$ cat config.mk
export PLATFORM = sky130hd
export DESIGN_NAME = timer_capture_control
export DESIGN_NICKNAME = d
export VERILOG_FILES = /design/src/verilog/tcc_pkg.sv /design/src/verilog/tcc_core_if.sv /design/src/verilog/tcc_counter.sv /design/src/verilog/timer_capture_control.sv
export SDC_FILE = /design/constraint.sdc
export NUM_CORES = 1
export LEC_CHECK = 0
export BUFFER_PORTS_ARGS = -buffer_cell sky130_fd_sc_hd__clkbuf_2
export CAP_MARGIN = 40
export CORE_UTILIZATION = 59
export CTS_CLUSTER_DIAMETER = 150
export DETAILED_ROUTE_END_ITERATION = 10
export GPL_ROUTABILITY_DRIVEN = 0
export PLACE_DENSITY = 0.81
export RECOVER_POWER = 100
export SYNTH_ARGS = -nofsm -noshare
export SYNTH_HDL_FRONTEND = slang
export SYNTH_SLANG_ARGS = --single-unit
$ cat constraint.sdc
create_clock -name core_clk -period 2.1 [get_ports core_clk]
set_input_delay 0 -clock core_clk [delete_from_list [all_inputs] [get_ports core_clk]]
set_output_delay 0 -clock core_clk [all_outputs]
set_load 0.1 [all_outputs]
$ cat src/verilog/tcc_pkg.sv
// Constants shared by the capture timer and its counter core
package tcc_pkg;
  // Register addresses on the special function register port
  localparam logic [7:0]  TCC_ADDR_CONTROL   = 8'hc8;
  localparam logic [7:0]  TCC_ADDR_RELOAD_LO = 8'hc9;
  localparam logic [7:0]  TCC_ADDR_RELOAD_HI = 8'hca;
  localparam logic [7:0]  TCC_ADDR_COUNT_LO  = 8'hcb;
  localparam logic [7:0]  TCC_ADDR_COUNT_HI  = 8'hcc;
  // Control register bit positions
  localparam int          TCC_BIT_HIGH_OVF   = 7;
  localparam int          TCC_BIT_LOW_OVF    = 6;
  localparam int          TCC_BIT_LOW_IRQ_EN = 5;
  localparam int          TCC_BIT_CAPTURE_EN = 4;
  localparam int          TCC_BIT_SPLIT      = 3;
  localparam int          TCC_BIT_RUN        = 2;
  localparam int          TCC_BIT_CAP_SRC    = 1;
  localparam int          TCC_BIT_EXT_CLK    = 0;
  // Reset values and count limits
  localparam logic [7:0]  TCC_CONTROL_RESET  = 8'h00;
  localparam logic [7:0]  TCC_BYTE_RESET     = 8'h00;
  localparam logic [7:0]  TCC_BYTE_MAX       = 8'hff;
  localparam logic [15:0] TCC_WORD_MAX       = 16'hffff;
  localparam logic [15:0] TCC_WORD_ZERO      = 16'h0000;
  localparam logic [7:0]  TCC_READ_UNMAPPED  = 8'h00;
  // Capture source select encodings
  localparam logic        TCC_SRC_USB_SOF    = 1'b0;
  localparam logic        TCC_SRC_LOW_FREQ   = 1'b1;
endpackage : tcc_pkg

$ cat src/verilog/tcc_core_if.sv
// Interface between the control block and the counter core
`timescale 1ns/1ns
interface tcc_core_if;
  logic        run_control_bit;
  logic        split_mode_bit;
  logic        capture_enable_bit;
  logic        capture_event;
  logic        count_tick;
  logic        write_count_low;
  logic        write_count_high;
  logic        write_reload_low;
  logic        write_reload_high;
  logic [7:0]  write_data;
  logic [15:0] count;
  logic [15:0] reload;
  logic        low_wrap;
  logic        high_wrap;

  modport ctrl (
    output run_control_bit, split_mode_bit, capture_enable_bit, capture_event, count_tick,
    output write_count_low, write_count_high, write_reload_low, write_reload_high,
    output write_data,
    input  count, reload, low_wrap, high_wrap
  );
  modport core (
    input  run_control_bit, split_mode_bit, capture_enable_bit, capture_event, count_tick,
    input  write_count_low, write_count_high, write_reload_low, write_reload_high,
    input  write_data,
    output count, reload, low_wrap, high_wrap
  );
endinterface : tcc_core_if

$ cat src/verilog/tcc_counter.sv
// Counter core: count bytes, reload bytes, wrap and capture logic
`timescale 1ns/1ns
module tcc_counter
  import tcc_pkg::*;
(
  input  wire logic core_clk,
  input  wire logic rst_n,
  tcc_core_if.core  bus
);

  logic [7:0] count_low;
  logic [7:0] count_high;
  logic [7:0] reload_low;
  logic [7:0] reload_high;
  logic [7:0] next_count_low;
  logic [7:0] next_count_high;
  logic [7:0] next_reload_low;
  logic [7:0] next_reload_high;
  logic       next_low_wrap;
  logic       next_high_wrap;
  logic       low_wrap;
  logic       high_wrap;

  // Byte step that wraps to a chosen value past the top
  function automatic logic [7:0] tcc_step8(input logic [7:0] value, input logic [7:0] wrap_to);
    tcc_step8 = (value == TCC_BYTE_MAX) ? wrap_to : value + 8'h01;
  endfunction : tcc_step8

  // Next count, reload and wrap pulses
  always_comb begin
    next_count_low   = count_low;
    next_count_high  = count_high;
    next_reload_low  = reload_low;
    next_reload_high = reload_high;
    next_low_wrap    = 1'b0;
    next_high_wrap   = 1'b0;
    if (bus.split_mode_bit) begin
      // two 8-bit reloads
      // run gates high only
      if (bus.count_tick) begin
        next_count_low = tcc_step8(count_low, reload_low);
        next_low_wrap  = (count_low == TCC_BYTE_MAX); // any mode
        if (bus.run_control_bit) begin
          next_count_high = tcc_step8(count_high, reload_high);
          next_high_wrap  = (count_high == TCC_BYTE_MAX);
        end
      end
    end else if (bus.run_control_bit && bus.count_tick) begin
      // run gates whole count
      next_low_wrap = (count_low == TCC_BYTE_MAX);
      if ({count_high, count_low} == TCC_WORD_MAX) begin
        next_high_wrap = 1'b1;
        // capture wraps to zero
        // otherwise auto-reload
        if (bus.capture_enable_bit) begin
          {next_count_high, next_count_low} = TCC_WORD_ZERO;
        end else begin
          next_count_high = reload_high;
          next_count_low  = reload_low;
        end
      end else begin
        {next_count_high, next_count_low} = {count_high, count_low} + 16'h0001;
      end
    end
    // Software writes to the count win over counting in that cycle
    if (bus.write_count_low) begin
      next_count_low = bus.write_data;
    end
    if (bus.write_count_high) begin
      next_count_high = bus.write_data;
    end
    if (bus.write_reload_low) begin
      next_reload_low = bus.write_data;
    end
    if (bus.write_reload_high) begin
      next_reload_high = bus.write_data;
    end
    // latch count on capture
    // Capture beats a reload write so no measurement is lost
    if (bus.capture_enable_bit && bus.capture_event) begin
      next_reload_low  = count_low;
      next_reload_high = count_high;
    end
  end

  // Register the core state
  always_ff @(posedge core_clk) begin
    if (!rst_n) begin
      count_low   <= TCC_BYTE_RESET;
      count_high  <= TCC_BYTE_RESET;
      reload_low  <= TCC_BYTE_RESET;
      reload_high <= TCC_BYTE_RESET;
      low_wrap    <= 1'b0;
      high_wrap   <= 1'b0;
    end else begin
      count_low   <= next_count_low;
      count_high  <= next_count_high;
      reload_low  <= next_reload_low;
      reload_high <= next_reload_high;
      low_wrap    <= next_low_wrap;
      high_wrap   <= next_high_wrap;
    end
  end

  // Results back to the control block
  assign bus.count     = {count_high, count_low};
  assign bus.reload    = {reload_high, reload_low};
  assign bus.low_wrap  = low_wrap;
  assign bus.high_wrap = high_wrap;

endmodule : tcc_counter

$ cat src/verilog/timer_capture_control.sv
// Capture timer top: control register, register port, capture events, flags
//
// Notes on behaviour
// A set capture enable bit puts the timer in capture mode driven by a special event.
// The capture source select bit picks start-of-frame (0) or oscillator falling edge (1).
// In oscillator mode every falling edge of the oscillator level makes one capture.
// With split mode clear the count runs up as 16 bits and wraps 0xFFFF to 0x0000; the code does so only with capture enable set.
// Each capture copies the whole 16-bit count into the reload byte pair.
// Each capture requests the timer interrupt when that interrupt is enabled.
// Hardware sets the high overflow flag on byte or word overflow; only software clears it.
// Any low byte wrap sets the low flag; it interrupts only if enabled; software clears it.
// The run control bit gates counting, and only the high byte in split mode.
// Split mode set gives two 8-bit auto-reload counters, clear gives one 16-bit one.
`timescale 1ns/1ns
module timer_capture_control
  import tcc_pkg::*;
(
  input  wire logic       core_clk,
  input  wire logic       rst_n,
  input  wire logic [7:0] sfr_addr,
  input  wire logic       sfr_write,
  input  wire logic [7:0] sfr_wdata,
  output logic      [7:0] sfr_rdata,
  input  wire logic       count_tick,
  input  wire logic       usb_sof,
  input  wire logic       low_freq_oscillator,
  input  wire logic       timer_irq_enable,
  output logic            timer_irq
);

  tcc_core_if core_bus ();

  logic [7:0] timer_control;
  logic [7:0] next_control;
  logic       lfo_prev;
  logic       lfo_fall;
  logic       capture_hit;
  logic [7:0] next_rdata;
  logic       next_irq;
  logic       control_write;

  // Counter core holds count and reload bytes
  tcc_counter u_counter (
    .core_clk (core_clk),
    .rst_n    (rst_n),
    .bus      (core_bus)
  );

  // Write strobes decoded from the register port
  assign control_write = sfr_write && (sfr_addr == TCC_ADDR_CONTROL);

  // Control fields and writes toward the core
  assign core_bus.run_control_bit    = timer_control[TCC_BIT_RUN];
  assign core_bus.split_mode_bit     = timer_control[TCC_BIT_SPLIT];
  assign core_bus.capture_enable_bit = timer_control[TCC_BIT_CAPTURE_EN];
  assign core_bus.count_tick         = count_tick;
  assign core_bus.write_data         = sfr_wdata;
  assign core_bus.write_count_low    = sfr_write && (sfr_addr == TCC_ADDR_COUNT_LO);
  assign core_bus.write_count_high   = sfr_write && (sfr_addr == TCC_ADDR_COUNT_HI);
  assign core_bus.write_reload_low   = sfr_write && (sfr_addr == TCC_ADDR_RELOAD_LO);
  assign core_bus.write_reload_high  = sfr_write && (sfr_addr == TCC_ADDR_RELOAD_HI);

  // falling edge of oscillator
  // Oscillator arrives already synchronous, so one stage of history is enough
  assign lfo_fall = lfo_prev && !low_freq_oscillator;

  // capture only when enabled
  // source select picks event
  always_comb begin
    capture_hit = 1'b0;
    if (timer_control[TCC_BIT_CAPTURE_EN]) begin
      if (timer_control[TCC_BIT_CAP_SRC] == TCC_SRC_LOW_FREQ) begin
        capture_hit = lfo_fall;
      end else begin
        capture_hit = usb_sof;
      end
    end
  end
  assign core_bus.capture_event = capture_hit;

  // Oscillator history register
  always_ff @(posedge core_clk) begin
    if (!rst_n) begin
      lfo_prev <= 1'b0; // Low start avoids a false edge at release
    end else begin
      lfo_prev <= low_freq_oscillator;
    end
  end

  // Next control value with hardware-set flags
  always_comb begin
    next_control = timer_control;
    if (control_write) begin
      next_control = sfr_wdata;
    end
    // high flag set by hardware
    // capture raises high flag
    // Set after the write so an event in a clearing cycle is kept
    if (core_bus.high_wrap || capture_hit) begin
      next_control[TCC_BIT_HIGH_OVF] = 1'b1;
    end
    // low flag on any wrap
    if (core_bus.low_wrap) begin
      next_control[TCC_BIT_LOW_OVF] = 1'b1;
    end
  end

  // Control register
  always_ff @(posedge core_clk) begin
    if (!rst_n) begin
      timer_control <= TCC_CONTROL_RESET;
    end else begin
      timer_control <= next_control;
    end
  end

  // Read data mux, unmapped addresses read as zero
  always_comb begin
    case (sfr_addr)
      TCC_ADDR_CONTROL:   next_rdata = timer_control;
      TCC_ADDR_RELOAD_LO: next_rdata = core_bus.reload[7:0];
      TCC_ADDR_RELOAD_HI: next_rdata = core_bus.reload[15:8];
      TCC_ADDR_COUNT_LO:  next_rdata = core_bus.count[7:0];
      TCC_ADDR_COUNT_HI:  next_rdata = core_bus.count[15:8];
      default:            next_rdata = TCC_READ_UNMAPPED;
    endcase
  end

  // Interrupt request from flags
  always_comb begin
    // gated by interrupt enable
    // low flag needs its enable
    next_irq = timer_irq_enable &&
               (timer_control[TCC_BIT_HIGH_OVF] ||
                (timer_control[TCC_BIT_LOW_OVF] && timer_control[TCC_BIT_LOW_IRQ_EN]));
  end

  // Output registers, so every output comes from a flip-flop
  always_ff @(posedge core_clk) begin
    if (!rst_n) begin
      sfr_rdata <= TCC_READ_UNMAPPED;
      timer_irq <= 1'b0;
    end else begin
      sfr_rdata <= next_rdata;
      timer_irq <= next_irq;
    end
  end

endmodule : timer_capture_control

==> flow_metrics.py, run 1 <==
metrics = {
    "placed_design": {
        "place.detailed.instances": 478,
        "hpwlAfterDp_um": 6620,
        "io_buffer_count": 31,
    },
    "detailed_routing": {
        "routed_wirelength_um": 9070,
        "post-route-drc-count": 0,
        "initial_drc_count": 326,
        "num_vias": 3206,
        "wire_per_inst_um": 18.6,
        "postRouteAntennaNets": 0,
        "firstDrtPassIters": 5,
        "avgViaCountPerCell": 6.58,
    },
    "logic_synthesis": {
        "share_of_the_yosys_chip_area_belonging_to_registers": 0.326,
        "ys_ff_latch": 52,
        "yosys.area_share.xor_xnor": 0.0247,
        "postSynthCellCount": 389,
        "synth_area_um2": 3190,
        "synth_fp_nets": 414,
        "yosysWarnings": 0,
        "area_leader_netlist": "sky130_fd_sc_hd__dfxtp_1",
        "synth.lib_cells_used.distinct": 60,
        "synth_top_cells_by_area": "sky130_fd_sc_hd__dfxtp_1, sky130_fd_sc_hd__mux2i_1, sky130_fd_sc_hd__a21oi_1, sky130_fd_sc_hd__nand2_1, sky130_fd_sc_hd__o21ai_0",
        "ys.flop_type": "sky130_fd_sc_hd__dfxtp_1",
        "largest_family_of_logic_cells_by_synthesized_area": "compound AO/OA/AOI/OAI gates",
        "synth.mux.area_fraction": 0.116,
        "synthDominantCellAreaShare": 0.326,
        "synthAdderAreaFrac": 0.00785,
        "simple_gate_fraction_of_synth_area": 0.224,
        "count_of_flip_flops_with_a_built_in_enable_after_synthesis": 0,
        "synth-async-reset-ratio": 0,
        "compound_cell_area_share_of_the_yosys_netlist": 0.246,
        "synth.avg_cell_area_um2": 8.20,
    },
    "final_layout": {
        "num-nets-final": 442,
        "seq_area_um2": 1040,
        "layoutNonFillerInstCount": 487,
        "most_common_library_cell_in_the_layout_ignoring_fill_and_taps": "sky130_fd_sc_hd__dfxtp_1",
        "areaGrowthSynthToFinish_pct": 10.7,
        "fillCellCount": 424,
        "diodes": 0,
        "final_core_utilization": 0.682,
        "final_cell_mix": "sky130_fd_sc_hd__dfxtp_1, sky130_fd_sc_hd__a21oi_1, sky130_fd_sc_hd__nand2_1",
        "layout-drive-gt1-share": 0.149,
        "multi_input_area_um2": 1950,
    },
    "global_route": {
        "global_route.usage.total": 0.341,
        "via_count_of_the_first_global_routing_pass": 2798,
        "antenna_found_initial": 0,
        "largest_net_degree_at_the_start_of_global_routing": 34,
        "grt_overflow": 0,
        "wire_length_of_the_first_global_routing_pass_um": 14400,
    },
    "pwr": {
        "power-per-cell-area_nw_per_um2": 534,
        "leakagePower_nw": 1.49,
        "power.total_mw": 1.88,
        "irDropWorstVdd_mv": 0.411,
    },
    "setup_path": {
        "critPathLaunch": "u_counter.count_high[6]$_SDFFE_PN0P_",
        "cp.arrival_ps": 2150,
        "worstSetupStartpointType": "register",
        "critPathMaxFanout": 9,
        "worstSetupPathType": "register to register",
        "crit_required_ps": 2350,
        "end_kind": "register",
        "launch_point_of_the_worst_reg_to_reg_path": "u_counter.count_high[6]$_SDFFE_PN0P_",
    },
    "timing": {
        "final.setup.tns_ps": 0,
        "post-route-period-util": 0.905,
        "rsz_0062_raised_after_global_routing": "false",
        "slew_violations": 0,
        "post-route-min-period_ps": 1900,
        "worst_clock_skew_ps": 3.64,
        "setup_viol": 0,
        "highest_clock_rate_mhz": 526,
        "slew_headroom": 0.219,
        "final_hold_viol_count": 0,
        "worst-slew-pin-transition_ps": 1180,
    },
    "floorplan": {
        "rows": 26,
        "start_util": 0.617,
        "core_area_um2": 5170,
        "floorplan.die.width_um": 75.5,
        "die_area_um2": 5700,
        "io_pins": 32,
        "dieHeight_um": 75.5,
    },
    "outcome": {
        "run_status": "finished, final reports clean",
    },
    "clock_network": {
        "worstSkewPairLatency_ps": 300,
        "clkTransAtPathRegs_ps": 90,
        "cts_num_sinks": 52,
        "clockBufferDepth": 2,
        "clock-root-buffer": "sky130_fd_sc_hd__clkbuf_8",
        "cts_tree": "done",
        "cts_inserted_buffers": 5,
        "htreeDepth": 2,
    },
    "hold_path": {
        "worstHoldStart": "sfr_wdata[5]",
        "hold_path_class": "input port to register",
    },
    "job": {
        "drv_cap": 0,
    },
}
==> layer usage <==
metal	track usage	wire, um	vias up
met1	0.480	3760	1456
li1	-	-	1478
met2	0.519	4020	235
met5	0	0	-
met3	0.0648	1010	37
met4	0.130	272	0
==> layout make-up <==
class / count / area share
inverters: 8 / 0.00851
multi-input cells: 298 / 0.554
well taps: 70 / 0.0248
repair buffers: 52 / 0.0815
clock inverters: 2 / 0.0170
clock buffers: 5 / 0.0195
flip-flops and latches: 52 / 0.295
==> power breakdown <==
group          internal [mW]  switching, mW
Clock                  0.469          0.325
Combinational         0.0362         0.0631
Sequential             0.988        0.00268
Total                   1.49          0.391
==> worst max-delay path, stage by stage (launching register included) <==
cell and delay [ps]:
sky130_fd_sc_hd__dfxtp_1 580, sky130_fd_sc_hd__nand3_1 220, sky130_fd_sc_hd__or3_4 420, sky130_fd_sc_hd__nor2_1 300, sky130_fd_sc_hd__a211o_1 180, sky130_fd_sc_hd__o211a_1 140
==> sequential cells by signal, summed over array words and instances, names as in the netlist <==
name                     flops
lfo_prev                     1
sfr_rdata                    8
timer_control                8
timer_irq                    1
u_counter.bus.high_wrap      1
u_counter.bus.low_wrap       1
u_counter.count_high         8
u_counter.count_low          8
u_counter.reload_high        8
u_counter.reload_low         8
==> worst paths after layout <==
path | to | slack, ps | cells after the start
max | u_counter.count_high[7]$_SDFFE_PN0P_ | 200 | 5
max reg2reg | u_counter.count_high[7]$_SDFFE_PN0P_ | 200 | 5
min | timer_control[5]$_SDFFE_PN0P_ | 50 | 3
min reg2reg | timer_control[7]$_SDFFE_PN0P_ | 450 | 2
==> logic make-up after synthesis <==
logic type	Yosys count
and+or+nand+nor	130
AOI/OAI and AO/OA	122
DFF	52
buffers and inverters	39
muxes	35
xor gates and xnor gates	9
adders and majority gates	2
==> synthesized netlist by cell type, types with 3 or more instances <==
cell	instances
sky130_fd_sc_hd__mux2i_1	32
sky130_fd_sc_hd__nor4_1	4
sky130_fd_sc_hd__and3_1	5
sky130_fd_sc_hd__nand2_1	38
sky130_fd_sc_hd__nand3_1	12
sky130_fd_sc_hd__a221oi_1	3
sky130_fd_sc_hd__and2_1	5
sky130_fd_sc_hd__a211oi_1	4
sky130_fd_sc_hd__a22oi_1	9
sky130_fd_sc_hd__a2111oi_2	3
sky130_fd_sc_hd__dfxtp_1	52
sky130_fd_sc_hd__nor2b_1	3
sky130_fd_sc_hd__a21oi_1	41
sky130_fd_sc_hd__o211ai_1	11
sky130_fd_sc_hd__clkbuf_1	12
sky130_fd_sc_hd__a31oi_1	6
sky130_fd_sc_hd__buf_2	16
sky130_fd_sc_hd__nor3_1	4
sky130_fd_sc_hd__inv_1	8
sky130_fd_sc_hd__xnor2_1	5
sky130_fd_sc_hd__xor2_1	4
sky130_fd_sc_hd__nand4_1	3
sky130_fd_sc_hd__nor2_1	36
sky130_fd_sc_hd__o21ai_0	28
==> stage by stage <==
stage / hold slack (ps) / area, um^2 / setup WS, ps
after floorplan: 119 / 3190 / 312
after global placement: 207 / 3430 / 328
final: 53.8 / 3530 / 199
after CTS: 59.5 / 3580 / 296
after detailed placement: 208 / 3430 / 301
after global routing: 89.8 / 3530 / 84.2
==> what timing repair did <==
| action | in CTS | in global routing |
|---|---|---|
| endpoints found under the hold margin | 2 | 0 |
| hold buffers | 2 | 0 |
| resized for setup | 0 | 0 |
| buffers inserted | 0 | 0 |
No activity file was read; power rests on OpenSTA's default activity.
==> run 2, diff against run 1 <==
Settings changed: CORE_UTILIZATION 59 to 60, PLACE_DENSITY 0.81 to 0.82.
Clock period 2.1 ns to 2.2 ns, I/O delays scaled along.
==> run 2 against run 1 <==
  * Fmax down 6.0%
  * Utilization down 0.40 points
  * Combinational power down 6.0%
  * Clock skew up 1.3 ps
  * Non-clock buffer count down 5
  * Critical path depth up 2
  * Critical endpoint is now u_counter.count_low[5]$_SDFFE_PN0P_
  * Largest cell class unchanged
  * Highest routed layer unchanged
==> flow_metrics.py, run 2 (synthesis gave the netlist of run 1 again) <==
metrics = {
    "timing": {
        "final_hold_viol_count": 0,
        "post-route-period-util": 0.919,
        "final.setup.tns_ps": 0,
        "finalWorstSetupSlack_ps": 178,
        "worst_hold_slack_ps": 15.6,
        "slew_violations": 0,
        "slew_headroom": 0.215,
        "worst-slew-pin-transition_ps": 1180,
        "worst_clock_skew_ps": 4.92,
        "post-route-min-period_ps": 2020,
        "highest_clock_rate_mhz": 494,
        "setup_viol": 0,
        "rsz_0062_raised_after_global_routing": "false",
    },
    "global_route": {
        "wire_length_of_the_first_global_routing_pass_um": 13900,
        "via_count_of_the_first_global_routing_pass": 2841,
        "grt_overflow": 0,
        "global_route.usage.total": 0.337,
        "largest_net_degree_at_the_start_of_global_routing": 34,
        "antenna_found_initial": 0,
    },
    "setup_path": {
        "end_kind": "register",
        "critPathMaxFanout": 7,
        "cp.arrival_ps": 2210,
        "worstSetupPathType": "register to register",
        "timing.reg2reg.setup_slack_ps": 180,
        "rr_worst_depth": 7,
        "crit_required_ps": 2390,
        "setup.worst_path.end": "u_counter.count_low[5]$_SDFFE_PN0P_",
        "endpoint_of_the_most_critical_register_to_register_path": "u_counter.count_low[5]$_SDFFE_PN0P_",
        "worstSetupStartpointType": "register",
        "critPathLaunch": "u_counter.count_high[0]$_SDFFE_PN0P_",
        "launch_point_of_the_worst_reg_to_reg_path": "u_counter.count_high[0]$_SDFFE_PN0P_",
    },
    "outcome": {
        "run_status": "finished, final reports clean",
    },
    "floorplan": {
        "die_area_um2": 5610,
        "rows": 26,
        "core_area_um2": 5110,
        "dieHeight_um": 74.9,
        "start_util": 0.624,
        "floorplan.die.width_um": 74.9,
        "io_pins": 32,
    },
    "job": {
        "drv_cap": 0,
    },
    "pwr": {
        "power.total_mw": 1.60,
        "leakagePower_nw": 1.45,
        "irDropWorstVdd_mv": 0.299,
        "power-per-cell-area_nw_per_um2": 461,
    },
    "final_layout": {
        "most_common_library_cell_in_the_layout_ignoring_fill_and_taps": "sky130_fd_sc_hd__dfxtp_1",
        "areaGrowthSynthToFinish_pct": 8.63,
        "seq_area_um2": 1040,
        "layoutNonFillerInstCount": 483,
        "final_core_utilization": 0.678,
        "layout-drive-gt1-share": 0.138,
        "num-nets-final": 437,
        "fillCellCount": 457,
        "multi_input_area_um2": 1960,
        "diodes": 0,
        "finish.instance_area_um2": 3460,
        "final_cell_mix": "sky130_fd_sc_hd__dfxtp_1, sky130_fd_sc_hd__a21oi_1, sky130_fd_sc_hd__nand2_1",
    },
    "clock_network": {
        "clock-root-buffer": "sky130_fd_sc_hd__clkbuf_8",
        "worstSkewPairLatency_ps": 300,
        "htreeDepth": 2,
        "clockBufferDepth": 2,
        "cts_tree": "done",
        "cts_inserted_buffers": 5,
        "cts_num_sinks": 52,
        "clkTransAtPathRegs_ps": 90,
    },
    "hold_path": {
        "hold_path_class": "input port to register",
    },
    "placed_design": {
        "hpwlAfterDp_um": 6410,
        "placed_area_um2": 3390,
        "dp_slack_ps": 251,
        "place.detailed.instances": 473,
        "io_buffer_count": 31,
    },
    "detailed_routing": {
        "post-route-drc-count": 0,
        "avgViaCountPerCell": 6.58,
        "routed_wirelength_um": 8860,
        "num_vias": 3176,
        "initial_drc_count": 323,
        "wire_per_inst_um": 18.3,
        "firstDrtPassIters": 5,
        "postRouteAntennaNets": 0,
    },
}
[run 2: routing by layer]
metal / track usage / wire length [um]
met3: 0.0870 / 812
met2: 0.533 / 3990
met1: 0.427 / 3730
met4: 0.164 / 334
met5: 0 / 0
[run 2: worst min path at each step]
stage	slack, ps	end	depth (start not counted)	start
after floorplan	120	timer_irq$_SDFF_PN0_	2	timer_irq_enable
after global placement	210	timer_irq$_SDFF_PN0_	3	timer_irq_enable
after detailed placement	210	timer_irq$_SDFF_PN0_	3	timer_irq_enable
after CTS	1	u_counter.count_low[6]$_SDFFE_PN0P_	3	sfr_wdata[6]
after global routing	10	u_counter.count_low[6]$_SDFFE_PN0P_	3	sfr_wdata[6]
final	20	u_counter.count_low[6]$_SDFFE_PN0P_	3	sfr_wdata[6]
[run 2: layout make-up]
cell class                 instances  share of cell area
inverter                           8             0.00867
clock buffer                       8              0.0260
sequential                        52               0.300
multi-input combinational        298               0.566
tap                               70              0.0253
timing repair buffer              47              0.0740
[run 2: where the power goes]
group	leakage (nW)	switching, mW	total (mW)	internal, mW
Combinational	0.988	0.0593	0.0933	0.0340
Sequential	0.419	0.00283	0.946	0.943
Clock	0.0455	0.302	0.560	0.257
Total	1.45	0.365	1.60	1.23
[run 2: worst max-delay path, stage by stage (launching register included)]
cell and delay [ps]:
sky130_fd_sc_hd__dfxtp_1 490, sky130_fd_sc_hd__ha_1 330, sky130_fd_sc_hd__nand4_1 220, sky130_fd_sc_hd__nor2_1 240, sky130_fd_sc_hd__clkbuf_1 220, sky130_fd_sc_hd__o211ai_1 140, sky130_fd_sc_hd__a22oi_1 170, sky130_fd_sc_hd__a21oi_1 90
[run 2: timing repair]
action	in CTS	in global routing
setup endpoints to repair	0	1
resized for setup	0	1
hold buffers	2	0
setup buffers	0	0
hold endpoints to repair	2	0
